**src/core/elb_pkg.sv**
```systemverilog
// package for the ethernet loopback/status block
// assumes a 32-bit classic wishbone register bus and one 100 MHz clock
package elb_pkg;
  localparam int unsigned ADDR_W = 8;
  // register byte offsets
  localparam logic [7:0] OFF_STATUS_CSR   = 8'h00;
  localparam logic [7:0] OFF_MODE_CSR     = 8'h04;
  localparam logic [7:0] OFF_RX_LIST_BASE = 8'h08;
  localparam logic [7:0] OFF_TX_LIST_BASE = 8'h0c;
  localparam logic [7:0] OFF_MISSED_CSR   = 8'h10;
  localparam logic [7:0] OFF_TX_STATUS    = 8'h14;
  localparam logic [7:0] OFF_RX_STATUS    = 8'h18;
  localparam logic [7:0] OFF_TX_BUFFER    = 8'h1c;
  // operating_mode_field codes
  typedef enum logic [1:0] {
    ELB_OM_NORMAL   = 2'h0,
    ELB_OM_INT_LOOP = 2'h1,
    ELB_OM_EXT_LOOP = 2'h2
  } elb_om_e;
  // process state codes shown in status_csr
  typedef enum logic [1:0] {
    ELB_PS_STOPPED   = 2'h0,
    ELB_PS_RUNNING   = 2'h1,
    ELB_PS_SUSPENDED = 2'h2
  } elb_ps_e;
  // mode_csr fields
  localparam int unsigned MODE_OM_LSB  = 0;
  localparam int unsigned MODE_ST_BIT  = 2;  // start/stop tx
  localparam int unsigned MODE_SR_BIT  = 3;  // start/stop rx
  localparam int unsigned MODE_PR_BIT  = 4;  // promiscuous
  // status_csr fields
  localparam int unsigned STAT_TS_LSB  = 0;
  localparam int unsigned STAT_RS_LSB  = 2;
  localparam int unsigned STAT_SF_BIT  = 4;
  localparam int unsigned STAT_TI_BIT  = 5;
  localparam int unsigned STAT_RI_BIT  = 6;
  // tx_status_word fields
  localparam int unsigned TXS_DE_BIT   = 0;
  localparam int unsigned TXS_CC_LSB   = 1;  // 4 bits
  localparam int unsigned TXS_NC_BIT   = 5;
  localparam int unsigned TXS_EC_BIT   = 6;
  localparam int unsigned TXS_LC_BIT   = 7;
  localparam int unsigned TXS_HF_BIT   = 8;
  localparam int unsigned TXS_TDR_LSB  = 16; // 10 bits
  // rx_status_word fields
  localparam int unsigned RXS_CE_BIT   = 0;
  localparam int unsigned RXS_DB_BIT   = 1;
  localparam int unsigned RXS_TL_BIT   = 2;
  localparam int unsigned RXS_OF_BIT   = 3;
  localparam int unsigned RXS_FL_LSB   = 16; // 14 bits
  localparam logic [13:0] MAX_FRAME_LEN = 14'd1518;
  localparam logic [31:0] RST_WORD     = 32'h0000_0000;
endpackage

```
**src/core/elb_top.sv**
```systemverilog
// ethernet loopback control and per-frame status block
// assumes a classic wishbone master, frame events from tx/rx engines on i_clk,
// and pins from the transceiver that are asynchronous to i_clk
//
// Added by the designer: the register addresses and the Wishbone interface to the registers.
`timescale 1ns/10ps
module elb_top
  import elb_pkg::*;
(
  input  wire logic                        i_clk,
  input  wire logic                        i_rst_n,
  // wishbone slave
  input  wire logic                        i_wb_cyc,
  input  wire logic                        i_wb_stb,
  input  wire logic                        i_wb_we,
  input  wire logic [elb_pkg::ADDR_W-1:0]  i_wb_adr,
  input  wire logic [3:0]                  i_wb_sel,
  input  wire logic [31:0]                 i_wb_dat,
  output logic      [31:0]                 o_wb_dat,
  output logic                             o_wb_ack,
  // mac-side serial path
  input  wire logic                        i_mac_tx_bit,
  input  wire logic                        i_mac_tx_en,
  output logic                             o_mac_rx_bit,
  output logic                             o_mac_rx_dv,
  // wire side (transceiver), asynchronous
  output logic                             o_line_tx_bit,
  output logic                             o_line_tx_en,
  input  wire logic                        i_line_rx_bit,
  input  wire logic                        i_line_rx_dv,
  // filter controls for the rx engine
  output logic                             o_src_check_en,
  output logic                             o_filter_en,
  // tx frame completion
  input  wire logic                        i_tx_done,
  input  wire logic                        i_tx_deferred,
  input  wire logic [3:0]                  i_tx_coll_cnt,
  input  wire logic                        i_tx_no_carrier,
  input  wire logic                        i_tx_excess_coll,
  input  wire logic [9:0]                  i_tx_tdr,
  input  wire logic                        i_tx_late_coll,
  input  wire logic                        i_tx_heartbeat_fail,
  input  wire logic [15:0]                 i_tx_buf_size,
  // rx frame completion
  input  wire logic                        i_rx_done,
  input  wire logic                        i_rx_crc_err,
  input  wire logic                        i_rx_dribble,
  input  wire logic                        i_rx_overrun,
  input  wire logic [13:0]                 i_rx_len,
  input  wire logic                        i_rx_no_buffer,
  input  wire logic                        i_rx_in_frame,
  input  wire logic                        i_tx_in_frame,
  input  wire logic                        i_init_fail,
  output logic                             o_tx_run,
  output logic                             o_rx_run,
  output logic                             o_tx_irq_evt,
  output logic                             o_rx_irq_evt
);
  import elb_pkg::*;

  logic        rst_s1_r;
  logic        rst_n_r;
  logic [1:0]  om_r;
  logic        tx_start_r;
  logic        rx_start_r;
  logic        promisc_r;
  logic [31:0] rx_base_r;
  logic [31:0] tx_base_r;
  logic [15:0] missed_r;
  logic        init_fail_r;
  logic [31:0] tx_status_r;
  logic [31:0] rx_status_r;
  logic [31:0] tx_buffer_r;
  logic        tx_irq_r;
  logic        rx_irq_r;
  elb_ps_e     tx_state_r;
  elb_ps_e     rx_state_r;
  logic        line_rx_bit_s1_r;
  logic        line_rx_bit_s2_r;
  logic        line_rx_dv_s1_r;
  logic        line_rx_dv_s2_r;
  logic        wb_req;
  logic        wb_wr;
  logic [31:0] wmask;
  logic [31:0] mode_word;
  logic [31:0] stat_word;

  // reset release through two flops
  always_ff @(posedge i_clk or negedge i_rst_n)
  begin
    if (!i_rst_n)
    begin
      rst_s1_r <= 1'b0;
      rst_n_r  <= 1'b0;
    end
    else
    begin
      rst_s1_r <= 1'b1;
      rst_n_r  <= rst_s1_r;
    end
  end

  // wishbone: one answer per strobe, registered one cycle after it, ack dropped the cycle after
  assign wb_req = i_wb_cyc && i_wb_stb && !o_wb_ack;
  assign wb_wr  = wb_req && i_wb_we;
  assign wmask  = {{8{i_wb_sel[3]}}, {8{i_wb_sel[2]}}, {8{i_wb_sel[1]}}, {8{i_wb_sel[0]}}};

  assign mode_word = {27'h0, promisc_r, rx_start_r, tx_start_r, om_r};
  assign stat_word = {25'h0, rx_irq_r, tx_irq_r, init_fail_r, rx_state_r, tx_state_r};

  always_ff @(posedge i_clk or negedge rst_n_r)
  begin
    if (!rst_n_r)
    begin
      o_wb_ack <= 1'b0;
      o_wb_dat <= RST_WORD;
    end
    else
    begin
      o_wb_ack <= wb_req;
      if (wb_req && !i_wb_we)
      begin
        unique case (i_wb_adr)
          OFF_STATUS_CSR:   o_wb_dat <= stat_word;
          OFF_MODE_CSR:     o_wb_dat <= mode_word;
          OFF_RX_LIST_BASE: o_wb_dat <= rx_base_r;
          OFF_TX_LIST_BASE: o_wb_dat <= tx_base_r;
          OFF_MISSED_CSR:   o_wb_dat <= {16'h0, missed_r};
          OFF_TX_STATUS:    o_wb_dat <= tx_status_r;
          OFF_RX_STATUS:    o_wb_dat <= rx_status_r;
          OFF_TX_BUFFER:    o_wb_dat <= tx_buffer_r;
          default:          o_wb_dat <= RST_WORD;
        endcase
      end
    end
  end

  // mode and list base registers
  always_ff @(posedge i_clk or negedge rst_n_r)
  begin
    if (!rst_n_r)
    begin
      om_r       <= ELB_OM_NORMAL;
      tx_start_r <= 1'b0;
      rx_start_r <= 1'b0;
      promisc_r  <= 1'b0;
      rx_base_r  <= RST_WORD;
      tx_base_r  <= RST_WORD;
    end
    else if (wb_wr)
    begin
      if (i_wb_adr == OFF_MODE_CSR && i_wb_sel[0])
      begin
        // mode only changes while both processes are stopped
        if (tx_state_r == ELB_PS_STOPPED && rx_state_r == ELB_PS_STOPPED)
          om_r <= i_wb_dat[MODE_OM_LSB +: 2];
        tx_start_r <= i_wb_dat[MODE_ST_BIT];
        rx_start_r <= i_wb_dat[MODE_SR_BIT];
        promisc_r  <= i_wb_dat[MODE_PR_BIT];
      end
      if (i_wb_adr == OFF_RX_LIST_BASE)
        rx_base_r <= (rx_base_r & ~wmask) | (i_wb_dat & wmask);
      if (i_wb_adr == OFF_TX_LIST_BASE)
        tx_base_r <= (tx_base_r & ~wmask) | (i_wb_dat & wmask);
    end
  end

  // process states: stop waits for the current frame to end
  always_ff @(posedge i_clk or negedge rst_n_r)
  begin
    if (!rst_n_r)
    begin
      tx_state_r <= ELB_PS_STOPPED;
      rx_state_r <= ELB_PS_STOPPED;
    end
    else
    begin
      if (tx_start_r)
        tx_state_r <= ELB_PS_RUNNING;
      else if (!i_tx_in_frame)
        tx_state_r <= ELB_PS_STOPPED;
      if (rx_start_r)
        rx_state_r <= ELB_PS_RUNNING;
      else if (!i_rx_in_frame)
        rx_state_r <= ELB_PS_STOPPED;
    end
  end

  assign o_tx_run = (tx_state_r == ELB_PS_RUNNING);
  assign o_rx_run = (rx_state_r == ELB_PS_RUNNING);

  // line inputs synchronised before use
  always_ff @(posedge i_clk or negedge rst_n_r)
  begin
    if (!rst_n_r)
    begin
      line_rx_bit_s1_r <= 1'b0;
      line_rx_bit_s2_r <= 1'b0;
      line_rx_dv_s1_r  <= 1'b0;
      line_rx_dv_s2_r  <= 1'b0;
    end
    else
    begin
      line_rx_bit_s1_r <= i_line_rx_bit;
      line_rx_bit_s2_r <= line_rx_bit_s1_r;
      line_rx_dv_s1_r  <= i_line_rx_dv;
      line_rx_dv_s2_r  <= line_rx_dv_s1_r;
    end
  end

  // loopback routing, registered outputs
  always_ff @(posedge i_clk or negedge rst_n_r)
  begin
    if (!rst_n_r)
    begin
      o_line_tx_bit <= 1'b0;
      o_line_tx_en  <= 1'b0;
      o_mac_rx_bit  <= 1'b0;
      o_mac_rx_dv   <= 1'b0;
    end
    else if (om_r == ELB_OM_INT_LOOP)
    begin
      // wire side held idle; receive path fed from transmit
      o_line_tx_bit <= 1'b0;
      o_line_tx_en  <= 1'b0;
      o_mac_rx_bit  <= i_mac_tx_bit;
      o_mac_rx_dv   <= i_mac_tx_en;
    end
    else
    begin
      // normal and external: line carries our frames and is heard back
      o_line_tx_bit <= i_mac_tx_bit;
      o_line_tx_en  <= i_mac_tx_en;
      o_mac_rx_bit  <= line_rx_bit_s2_r;
      o_mac_rx_dv   <= line_rx_dv_s2_r;
    end
  end

  // no origin filter exists in any mode; destination filter on unless promiscuous
  assign o_src_check_en = 1'b0;
  assign o_filter_en    = !promisc_r;

  // tx status word capture
  always_ff @(posedge i_clk or negedge rst_n_r)
  begin
    if (!rst_n_r)
    begin
      tx_status_r <= RST_WORD;
      tx_buffer_r <= RST_WORD;
    end
    else if (i_tx_done)
    begin
      tx_status_r <= RST_WORD;
      tx_status_r[TXS_DE_BIT]       <= i_tx_deferred;
      tx_status_r[TXS_CC_LSB +: 4]  <= i_tx_coll_cnt;
      tx_status_r[TXS_NC_BIT]       <= i_tx_no_carrier;
      tx_status_r[TXS_EC_BIT]       <= i_tx_excess_coll;
      tx_status_r[TXS_TDR_LSB +: 10] <= i_tx_excess_coll ? i_tx_tdr : 10'h0;
      tx_status_r[TXS_LC_BIT]       <= i_tx_late_coll;
      tx_status_r[TXS_HF_BIT]       <= i_tx_heartbeat_fail;
      tx_buffer_r <= {16'h0, i_tx_buf_size};
    end
  end

  // rx status word capture
  always_ff @(posedge i_clk or negedge rst_n_r)
  begin
    if (!rst_n_r)
      rx_status_r <= RST_WORD;
    else if (i_rx_done)
    begin
      rx_status_r <= RST_WORD;
      rx_status_r[RXS_CE_BIT]      <= i_rx_crc_err;
      rx_status_r[RXS_DB_BIT]      <= i_rx_dribble;
      rx_status_r[RXS_TL_BIT]      <= (i_rx_len > MAX_FRAME_LEN);
      rx_status_r[RXS_OF_BIT]      <= i_rx_overrun;
      rx_status_r[RXS_FL_LSB +: 14] <= i_rx_len;
    end
  end

  // missed frames: saturating, read-only counter
  always_ff @(posedge i_clk or negedge rst_n_r)
  begin
    if (!rst_n_r)
      missed_r <= 16'h0;
    else if (i_rx_no_buffer && missed_r != 16'hffff)
      missed_r <= missed_r + 16'h1;
  end

  // sticky status bits; tx/rx irq bits clear on a written one, a new event wins over clear; init fail clears only on reset
  always_ff @(posedge i_clk or negedge rst_n_r)
  begin
    if (!rst_n_r)
    begin
      init_fail_r <= 1'b0;
      tx_irq_r    <= 1'b0;
      rx_irq_r    <= 1'b0;
    end
    else
    begin
      if (i_init_fail)
        init_fail_r <= 1'b1;
      if (i_tx_done)
        tx_irq_r <= 1'b1;
      else if (wb_wr && i_wb_adr == OFF_STATUS_CSR && i_wb_dat[STAT_TI_BIT])
        tx_irq_r <= 1'b0;
      if (i_rx_done)
        rx_irq_r <= 1'b1;
      else if (wb_wr && i_wb_adr == OFF_STATUS_CSR && i_wb_dat[STAT_RI_BIT])
        rx_irq_r <= 1'b0;
    end
  end

  // completion pulses reach the outside in every mode
  assign o_tx_irq_evt = i_tx_done;
  assign o_rx_irq_evt = i_rx_done;

  AST_INT_LOOP_QUIET: assert property (@(posedge i_clk) disable iff (!rst_n_r)
    (om_r == ELB_OM_INT_LOOP) |=> !o_line_tx_en)
    else $error("line driven in internal loopback");
  AST_INT_LOOP_ROUTE: assert property (@(posedge i_clk) disable iff (!rst_n_r)
    (om_r == ELB_OM_INT_LOOP) |=> (o_mac_rx_dv == $past(i_mac_tx_en)))
    else $error("internal loop not routed");
  AST_EXT_LOOP_TX: assert property (@(posedge i_clk) disable iff (!rst_n_r)
    (om_r == ELB_OM_EXT_LOOP) |=> (o_line_tx_en == $past(i_mac_tx_en)))
    else $error("external loop not transmitting");
  AST_NO_SRC_CHECK: assert property (@(posedge i_clk) disable iff (!rst_n_r)
    !o_src_check_en)
    else $error("source check enabled");
  AST_FILTER_ON: assert property (@(posedge i_clk) disable iff (!rst_n_r)
    !promisc_r |-> o_filter_en)
    else $error("filter off");
  AST_TX_DEFER: assert property (@(posedge i_clk) disable iff (!rst_n_r)
    i_tx_done |=> (tx_status_r[TXS_DE_BIT] == $past(i_tx_deferred)))
    else $error("deferred flag wrong");
  AST_TX_CC: assert property (@(posedge i_clk) disable iff (!rst_n_r)
    i_tx_done |=> (tx_status_r[TXS_CC_LSB +: 4] == $past(i_tx_coll_cnt)))
    else $error("collision count wrong");
  AST_RX_TL: assert property (@(posedge i_clk) disable iff (!rst_n_r)
    (i_rx_done && i_rx_len > MAX_FRAME_LEN) |=> rx_status_r[RXS_TL_BIT])
    else $error("too long flag missing");
  AST_MISSED: assert property (@(posedge i_clk) disable iff (!rst_n_r)
    (i_rx_no_buffer && missed_r != 16'hffff) |=> (missed_r == $past(missed_r) + 16'h1))
    else $error("missed counter stuck");
  AST_INIT_FAIL: assert property (@(posedge i_clk) disable iff (!rst_n_r)
    i_init_fail |=> stat_word[STAT_SF_BIT])
    else $error("init fail not flagged");
  AST_RX_STOP: assert property (@(posedge i_clk) disable iff (!rst_n_r)
    (!rx_start_r && i_rx_in_frame && o_rx_run) |=> o_rx_run)
    else $error("rx stopped mid frame");
endmodule // elb_top

```
**config.mk**
```make
export PLATFORM = sky130hd
export DESIGN_NAME = elb_top
export DESIGN_NICKNAME = d
export VERILOG_FILES = /design/src/core/elb_pkg.sv /design/src/core/elb_top.sv
export SDC_FILE = /design/constraint.sdc
export NUM_CORES = 1
export LEC_CHECK = 0
export BUFFER_PORTS_ARGS = -buffer_cell sky130_fd_sc_hd__buf_4
export CAP_MARGIN = 20
export CORE_MARGIN = 1
export CORE_UTILIZATION = 56
export CTS_CLUSTER_SIZE = 14
export DETAILED_ROUTE_END_ITERATION = 8
export PLACE_DENSITY = 0.85
export RECOVER_POWER = 25
export SETUP_SLACK_MARGIN = 0.3
export SYNTH_ARGS = -nofsm -noshare
export SYNTH_HDL_FRONTEND = slang
export SYNTH_SLANG_ARGS = --single-unit
```
**constraint.sdc**
```tcl
create_clock -name i_clk -period 6.45 [get_ports i_clk]
set_input_delay 1.29 -clock i_clk [delete_from_list [all_inputs] [get_ports i_clk]]
set_output_delay 1.29 -clock i_clk [all_outputs]
set_load 0.05 [all_outputs]
```
# Word level (Yosys, flattened, before mapping)
# Index checks and enable logic that the tools add are counted.
# totals
reg_bits	188
latchBits	0
ram_bits	0
romBits	0
inputBits	111
output_inout_bits	43
elab_cells	84
mem_count	0
# classes
addsub	1
mul	0
div	0
order_cmp	1
n_eq_ne	13
n_shift	0
muxes	14
n_bitwise	6
reduce_logical	22
# ops
operator	count
$pmux W32 S8	1
$and A32 B32 Y32	3
$or A32 B32 Y32	2
$eq A8 B5 Y1 const B	4
$not A32 Y32	1
$add A16 B1 Y16 const B	1
$eq A8 B4 Y1 const B	2
$ne A16 B16 Y1 const B	1
$gt A14 B11 Y1 const B	1
$logic_and A1 B1 Y1	10
$mux W10	1
$eq A8 B3 Y1 const B	1
$logic_not A8 Y1	1
$mux W1	8
$mux W2	4
$eq A2 B1 Y1 const B	3
$reduce_and A2 Y1	3
$logic_not A2 Y1	2
$ne A2 B1 Y1 const B	2
$reduce_bool A2 Y1	2
$logic_not A1 Y1	3
$reduce_and A3 Y1	1

# Logic depth before layout (Yosys ltp)
# Gate-level depths: netlist of run 1.
# logic_depth
depth_word	7
ltp_mapped	7
mapped_depth_nobuf	5

# Worst setup path after synthesis of run 1
# OpenSTA, ideal clock, no wires.
# synth_timing
path_type	input-to-reg
start	input i_wb_adr[4] in the netlist's numbering
end	register with a tool-made name
setup_time_ps	125
t_arrival_ps	2891
required_ps	6325
setup_slack_ps	3434
stages	5
n_path_buf	1
cell_sequence	buf_6 > or4_4 > nor4_4 > nand2_4 > mux2_2
# synth_rtl
item	line	rtl
start, declared	elb_top.sv:16	input wire logic [elb_pkg::ADDR_W-1:0] i_wb_adr,

# Worst setup path in the final report of run 1
# layout_timing
start	input i_tx_done
end	output o_tx_irq_evt
# layout_rtl
item	line	rtl
start, declared	elb_top.sv:35	input wire logic i_tx_done,
end, declared	elb_top.sv:56	output logic o_tx_irq_evt,
# No word-level cell between the ends.

==> load_flow_metrics.sql, run 1 <==
INSERT INTO impl_metrics (metric_group, metric, value, unit) VALUES
('clock_tree', 'clockBufferDepth', '2', ''),
('global_route', 'groute.layer.met3.usage', '6.868', '%'),
('global_route', 'grt_antenna_before_repair', '0', ''),
('flow_run', 'maxCapViolCount', '0', ''),
('drt', 'drt_drc_violations_left', '0', ''),
('clock_tree', 'clk_root_buffer_cell', 'clkbuf_16', ''),
('worst_setup_path', 'crit_top_cell', 'buf_4', ''),
('synth', 'post_synth_inst_count', '654', ''),
('synth', 'synthXorXnorAreaFrac', '0.9507', '%'),
('synth', 'postSynthRegisterBits', '186', ''),
('worst_setup_path', 'cp_data_required_time', '5160', 'ps'),
('drt', 'average_detailed_routed_wire_length_per_instance', '20.80', 'um'),
('synth', 'synthesis.area', '8292', 'um^2'),
('drt', 'remaining_antenna_violation_count_after_routing', '0', ''),
('timing', 'totalNegativeSetupSlack', '0', 'ps'),
('timing', 'rsz_0062_raised_after_global_routing', 'no', ''),
('timing', 'worst_slew_pin_slew', '1199', 'ps'),
('global_route', 'grt.met1_usage', '37.01', '%'),
('drt', 'drt_iter0_markers', '490', ''),
('worst_setup_path', 'critical_path_type', 'in2out', ''),
('clock_tree', 'postCtsResizedCells', '0', ''),
('worst_setup_path', 'crit_start', 'i_tx_done', ''),
('clock_tree', 'post_cts.repair.setup_buffers', '0', ''),
('layout', 'syn_to_final_growth', '22.06', '%'),
('timing', 'relSlewSlack', '20.06', '%'),
('min_path', 'min-delay-path-class', 'reg2reg', ''),
('timing', 'finalSetupViolCount', '0', ''),
('status', 'status', 'finished clean', ''),
('worst_setup_path', 'timing.critical_path.arrival', '2060', 'ps'),
('min_path', 'hold_start', 'rst_s1_r', ''),
('placement', 'io_buffer_count', '152', ''),
('synth', 'portion_of_netlist_area_occupied_by_mux_cells', '21.56', '%'),
('timing', 'finalHoldViolCount', '0', ''),
('worst_setup_path', 'startpoint_type', 'primary input', ''),
('power', 'static_leakage', '4.863', 'nW'),
('clock_tree', 'worst_skew_pair.late_latency', '430', 'ps'),
('synth', 'ys_top_cells_by_area', 'dfrtp_1, mux2_2, mux2i_1', ''),
('layout', 'instances_no_fill', '993', ''),
('global_route', 'groute.layer.met2.usage', '47.08', '%'),
('synth', 'synthDominantAreaCellType', 'dfrtp_1', ''),
('worst_setup_path', 'kind_of_capture_point_of_the_worst_setup_path', 'primary output', ''),
('synth', 'synth.avg_cell_area', '12.68', 'um^2'),
('synth', 'synth-adder-area-share', '0.1509', '%'),
('drt', 'avgViaCountPerCell', '6.153', ''),
('placement', 'gp_routability_congestion', '0.9230', ''),
('drt', 'first_pass_iters', '5', ''),
('synth', 'synth-edff-count', '0', ''),
('global_route', 'total_routing_usage_reported_by_global_routing', '28.83', '%'),
('floorplan', 'core', '14480', 'um^2'),
('floorplan', 'rows', '44', ''),
('power', 'pwr_density_cell', '252.6', 'nW/um^2'),
('synth', 'synthesis.yosys.warnings', '0', ''),
('global_route', 'global_route.overflow_total', '0', ''),
('timing', 'timing.clock.skew', '10.15', 'ps'),
('clock_tree', 'cts_max_level', '4', ''),
('synth', 'synth_simple_gate_area_share', '10.19', '%'),
('global_route', 'gr-max-usage-layer', 'met2', ''),
('layout', 'final_layout_size_suffix_gt1_share', '40.67', '%'),
('layout', 'num-nets-final', '908', ''),
('worst_setup_path', 'critical_path.reg2reg.startpoint', 'o_wb_ack', ''),
('drt', 'via_count', '6110', ''),
('clock_tree', 'cts.hold.buffers_added', '0', ''),
('worst_setup_path', 'worstPathCellList', 'buf_4, buf_4', ''),
('power', 'power.ir.vdd_worst', '0.1992', 'mV'),
('worst_setup_path', 'timing.critical_path.slowest_cell_delay', '460', 'ps'),
('placement', 'placed_cells_incl_taps', '959', ''),
('timing', 'shortest_period_the_worst_path_allows', '3354', 'ps'),
('placement', 'dp_hpwl', '14300', 'um'),
('synth', 'main_combinational_cell_family_by_area_after_synthesis', 'multiplexers', ''),
('floorplan', 'horizontal_extent_of_the_die', '123.7', 'um'),
('global_route', 'grt_start_max_net_pins', '81', '');
## power by group
group	internal, mW	switching, mW	total, mW
Clock	0.544	0.452	0.996
Sequential	1.23	0.0662	1.29
Combinational	0.131	0.138	0.269
## stage by stage
step           util (%)  instance area, um^2  worst slack (ps)  power [mW]  hold slack (ps)
2_1_floorplan         -                 8292             883.3       1.455            331.2
3_3_place_gp      65.86                 9535              2913       1.562            252.0
3_5_place_dp      65.89                 9540              2926       1.576            264.2
4_1_cts           69.76                10100              3088       2.561            271.1
5_1_grt           69.90                10120              3024       2.644            357.2
6_report          69.90                10120              3096       2.557            349.9
## layer usage
metal | share of wire [%] | wire, um | vias to the layer above
met5 | 0 | 0 | -
met3 | 7.6 | 1579 | 34
li1 | - | - | 2673
met2 | 51 | 10540 | 278
met1 | 39 | 8151 | 3125
met4 | 1.9 | 391 | 0
## cells by family after synthesis
logic type | count (synthesis)
AOI/OAI and AO/OA | 108
xor gates and xnor gates | 9
adders and majority gates | 1
buffers and inverters | 48
DFF | 186
muxes | 155
other | 2
and+or+nand+nor | 145
## cells in the final DEF (no fill, tap or decap), drive strengths merged, types with 2 or more instances in the layout
cell type  instances
a21o               4
a21oi             17
a221o              4
a22o              13
a22oi             10
a31oi              6
a32o               2
a32oi              3
and2               7
and4               2
buf              150
clkbuf            27
clkinv             4
clkinvlp           5
conb               2
dfrtp            186
inv               16
mux2             119
mux2i             29
mux4               7
nand2             35
nand2b             4
nand3             18
nand3b             3
nand4             13
nor2              29
nor2b              3
nor3               8
nor4               7
o211ai             8
o21ai             38
or2                3
or3                4
or4                5
xnor2              2
xor2               7
## cells in the mapped netlist (all sizes together) (3+ instances only)
cell type  number
a21o            4
a21oi          17
a221o           4
a22o           13
a22oi          10
a31oi           6
a32oi           3
and2            7
buf            13
clkbuf         22
dfrtp         186
inv            13
mux2          119
mux2i          29
mux4            7
nand2          35
nand2b          4
nand3          18
nand3b          3
nand4          13
nor2           29
nor2b           3
nor3            8
nor4            7
o211ai          8
o21ai          38
or2             3
or3             4
or4             5
xor2            7
## area by class of cell
cell class	count	area, um^2
Sequential cell	186	4654
Fill cell	1002	4358
Multi-Input combinational cell	420	3435
Timing Repair Buffer	158	1192
Clock buffer	19	442.9
Tap cell	184	230.2
Clock inverter	13	117.6
Inverter	13	48.80
## worst paths after layout
check / to / slack (ps) / cells past startpoint
setup / recovery: o_tx_irq_evt / 3100 / 2
hold / removal: rst_n_r / 350 / 0
setup reg to reg: o_wb_dat[10] / 3970 / 5
hold reg to reg: rst_n_r / 350 / 0
max in group asynchronous: rx_status_r[27] / 4390 / 1
min in group asynchronous: tx_buffer_r[1] / 500 / 0
No activity file was read; power rests on OpenSTA's default activity.
==> inputs of run 2 (changes only) <==
--- a/config.mk
+++ b/config.mk
@@ -5,6 +5,7 @@
 export SDC_FILE = /design/constraint.sdc
 export NUM_CORES = 1
 export LEC_CHECK = 0
+export ABC_AREA = 1
 export BUFFER_PORTS_ARGS = -buffer_cell sky130_fd_sc_hd__buf_4
 export CAP_MARGIN = 20
 export CORE_MARGIN = 1
==> constraint.sdc (replaced) <==
create_clock -name i_clk -period 3.15 [get_ports i_clk]
set_input_delay 0.63 -clock i_clk [delete_from_list [all_inputs] [get_ports i_clk]]
set_output_delay 0.63 -clock i_clk [all_outputs]
set_load 0.05 [all_outputs]
==> load_flow_metrics.sql, run 2 <==
INSERT INTO impl_metrics (metric_group, metric, value, unit) VALUES
('worst_setup_path', 'crit_top_cell', 'clkbuf_1', ''),
('floorplan', 'num_io_pins', '154', ''),
('clock_tree', 'cts_sinks', '186', ''),
('drt', 'via_count', '7580', ''),
('power', 'clock_power_share', '40.5', '%'),
('timing', 'finalSetupViolCount', '0', ''),
('timing', 'timing.clock.skew', '11.41', 'ps'),
('worst_setup_path', 'bufs_and_invs_on_worst_path', '2', ''),
('placement', 'dp_hpwl', '15640', 'um'),
('worst_setup_path', 'timing.critical_path.slowest_cell_delay', '1140', 'ps'),
('worst_setup_path', 'worstPathCellList', 'clkbuf_1, clkbuf_1, nand3_1, nand2_1', ''),
('clock_tree', 'clk_root_buffer_cell', 'clkbuf_16', ''),
('min_path', 'min_path_cells', '1', ''),
('synth', 'synth_top_area_share', '52.18', '%'),
('power', 'fraction_of_power_consumed_by_sequential_logic', '49.2', '%'),
('timing', 'final.period_utilization', '62.55', '%'),
('clock_tree', 'cts.clk_slew.worst_paths', '70', 'ps'),
('drt', 'remaining_antenna_violation_count_after_routing', '0', ''),
('layout', 'num-nets-final', '1328', ''),
('clock_tree', 'cts.hold.buffers_added', '1', ''),
('timing', 'achievable-frequency', '507.5', 'MHz'),
('timing', 'finalHoldViolCount', '0', ''),
('layout', 'finish.utilization', '69.87', '%'),
('drt', 'avgViaCountPerCell', '5.264', ''),
('worst_setup_path', 'reg2reg_setup_slack', '1280', 'ps'),
('clock_tree', 'cts_buffer_count', '17', ''),
('synth', 'synthesis.area', '8920', 'um^2'),
('synth', 'synthesis.yosys.warnings', '0', ''),
('drt', 'drt_iter0_markers', '666', ''),
('power', 'switchingPower', '1.380', 'mW'),
('global_route', 'grt_start_max_net_pins', '85', ''),
('synth', 'synth.most_common_cell', 'nand2_1', ''),
('placement', 'io_buffer_count', '152', ''),
('timing', 'shortest_period_the_worst_path_allows', '1970', 'ps'),
('synth', 'ys_top_cells_by_area', 'dfrtp_1, nand2_1, o21ai_2', ''),
('floorplan', 'core', '15370', 'um^2'),
('synth', 'ys_dominant_reg_cell', 'dfrtp_1', ''),
('power', 'power.ir.vdd_worst', '0.4636', 'mV'),
('placement', 'placed_cells_incl_taps', '1407', ''),
('clock_tree', 'clockBufferDepth', '2', ''),
('clock_tree', 'post_cts.repair.setup_buffers', '0', ''),
('power', 'p_total', '5.354', 'mW'),
('layout', 'final_layout_size_suffix_gt1_share', '23.03', '%'),
('synth', 'mappedNetlistNets', '1192', ''),
('worst_setup_path', 'worst_r2r_endpoint', 'o_wb_dat[7]', ''),
('timing', 'worst_slew_pin_slew', '1644', 'ps'),
('drt', 'average_detailed_routed_wire_length_per_instance', '15.41', 'um'),
('drt', 'first_pass_iters', '5', ''),
('synth', 'synth-edff-count', '0', ''),
('global_route', 'total_routing_usage_reported_by_global_routing', '28.71', '%'),
('timing', 'drv_slew', '74', ''),
('floorplan', 'rows', '45', ''),
('clock_tree', 'worst_skew_pair.late_latency', '430', 'ps'),
('synth', 'async_flop_share', '100.0', '%'),
('status', 'status', 'finished, violations left', ''),
('floorplan', 'die_area', '16440', 'um^2'),
('layout', 'final_common_cell', 'nand2_1', ''),
('synth', 'synth.avg_cell_area', '8.259', 'um^2'),
('power', 'comb_power_share', '10.3', '%'),
('min_path', 'holdPathEnd', 'line_rx_bit_s1_r', ''),
('synth', 'synth_commonest_cells', 'nand2_1, dfrtp_1, nand3_1, inv_1, o21ai_2', ''),
('status', 'violations', 'capacitance limit, slew limit', ''),
('global_route', 'grt_antenna_before_repair', '0', ''),
('synth', 'post_synth_inst_count', '1080', ''),
('min_path', 'min-delay-path-class', 'in2reg', ''),
('global_route', 'grt_first_pass_wirelength', '36310', 'um'),
('timing', 'totalNegativeSetupSlack', '0', 'ps'),
('synth', 'synth_sequential_area_ratio', '52.18', '%'),
('timing', 'rsz_0062_raised_after_global_routing', 'no', ''),
('layout', 'insertedDiodeCount', '0', ''),
('global_route', 'global_route.overflow_total', '0', ''),
('worst_setup_path', 'kind_of_capture_point_of_the_worst_setup_path', 'flop', ''),
('synth', 'post_synth_num_cell_types', '37', ''),
('power', 'p_int', '3.974', 'mW'),
('worst_setup_path', 'cp_max_fo', '35', ''),
('worst_setup_path', 'startpoint_type', 'primary input', ''),
('min_path', 'hold_start', 'i_line_rx_bit', ''),
('power', 'static_leakage', '5.857', 'nW'),
('floorplan', 'die_h', '128.2', 'um'),
('clock_tree', 'cts_max_level', '4', ''),
('flow_run', 'maxCapViolCount', '2', ''),
('worst_setup_path', 'path_delay_family', 'buffers and inverters', ''),
('synth', 'postSynthRegisterBits', '186', ''),
('timing', 'relSlewSlack', '-9.579', '%'),
('floorplan', 'starting_density_of_the_core', '58.03', '%'),
('global_route', 'first_global_vias', '7464', ''),
('worst_setup_path', 'cpMaxStageDelayCell', 'clkbuf_1', ''),
('layout', 'layout_common_cells', 'nand2_1, dfrtp_1, buf_4', ''),
('synth', 'synthDominantAreaCellType', 'dfrtp_1', ''),
('clock_tree', 'postCtsResizedCells', '0', ''),
('worst_setup_path', 'cp_data_required_time', '3510', 'ps'),
('worst_setup_path', 'timing.critical_path.arrival', '2330', 'ps'),
('worst_setup_path', 'critical_path.reg2reg.startpoint', 'rst_n_r', ''),
('timing', 'worst_hold_slack', '327.1', 'ps'),
('power', 'pwr_density_cell', '498.5', 'nW/um^2'),
('power', 'power.switching_fraction', '25.77', '%'),
('worst_setup_path', 'critical_path_type', 'in2reg', ''),
('placement', 'gp_routability_congestion', '0.8766', ''),
('worst_setup_path', 'reg2regPathDepth', '1', ''),
('layout', 'syn_to_final_growth', '20.41', '%'),
('floorplan', 'horizontal_extent_of_the_die', '128.2', 'um'),
('drt', 'post_detailed_routing_wire_length', '22190', 'um'),
('drt', 'drt_drc_violations_left', '0', ''),
('layout', 'instances_no_fill', '1440', ''),
('clock_tree', 'tritoncts', 'yes', '');
run 2: changes by cell type after synthesis, moves of 10 or more:
| cell | previous run | this run |
|---|---|---|
| nand3_1 | 18 | 96 |
| mux2_2 | 119 | 0 |
| o21ai_2 | 0 | 58 |
| a22o_1 | 13 | 0 |
| a22oi_1 | 10 | 0 |
| nand4_1 | 13 | 1 |
| o21ai_1 | 0 | 35 |
| nand2_1 | 27 | 430 |
| a21oi_1 | 17 | 1 |
| mux2i_1 | 29 | 0 |
| inv_1 | 13 | 84 |
| nor2_1 | 29 | 48 |
run 2: final cells by class:
class                      instances  area [um^2]
clock buffer                      21        470.5
clock inverter                    11        133.9
fill                            1211         4631
inverter                          90        340.3
multi-input combinational        756         3622
sequential                       186         4654
tap                              211        264.0
timing repair buffer             165         1255
run 2: worst max-delay path by stage:
stage                 from               to  slack (ps)  cells past startpoint
2_1_floorplan      rst_n_r        async pin        1240                      0
5_1_grt          i_tx_done   tx_buffer_r[6]         950                      3
3_5_place_dp   i_wb_adr[5]             flop         910                      9
6_report         i_tx_done  tx_status_r[25]        1180                      4
3_3_place_gp   i_wb_adr[5]             flop        1000                      9
4_1_cts        i_wb_adr[5]             flop        1350                      9
run 2: metal layers:
metal | global-route usage (%) | vias to the layer above | part of all wire, %
li1 | - | 3662 | -
met1 | 37.19 | 3616 | 42
met2 | 47.79 | 261 | 50
met3 | 5.801 | 41 | 5.8
met4 | 10.66 | 0 | 2.4
met5 | 0 | - | 0
run 2: power groups by stage:
stage / clock network, mW / logic, mW / registers (mW)
CTS: 2.19 / 0.555 / 2.63
detailed placement: 0 / 0.551 / 2.67
floorplan: 0 / 0.288 / 2.69
finish: 2.17 / 0.550 / 2.63
global placement: 0 / 0.530 / 2.67
global route: 2.29 / 0.616 / 2.65
run 2: stage by stage:
stage | setup WS (ps) | area [um^2]
final | 1180 | 10740
after global routing | 952.8 | 10740
after floorplan | 1241 | 8924
after global placement | 995.3 | 10140
after CTS | 1353 | 10760
after detailed placement | 911.0 | 10140
run 2: cell families (layout without fill, tap and decap cells):
kind of cell	Yosys count	in the layout	synth area share, %
AO/OA/AOI/OAI	134	134	10.06
XOR/XNOR	8	8	0.7856
adder cells (fa/ha/maj)	1	1	0.1402
other	2	2	0.08419
buffers and inverters	138	287	7.266
AND/OR/NAND/NOR	611	611	29.49
flip-flops	186	186	52.18
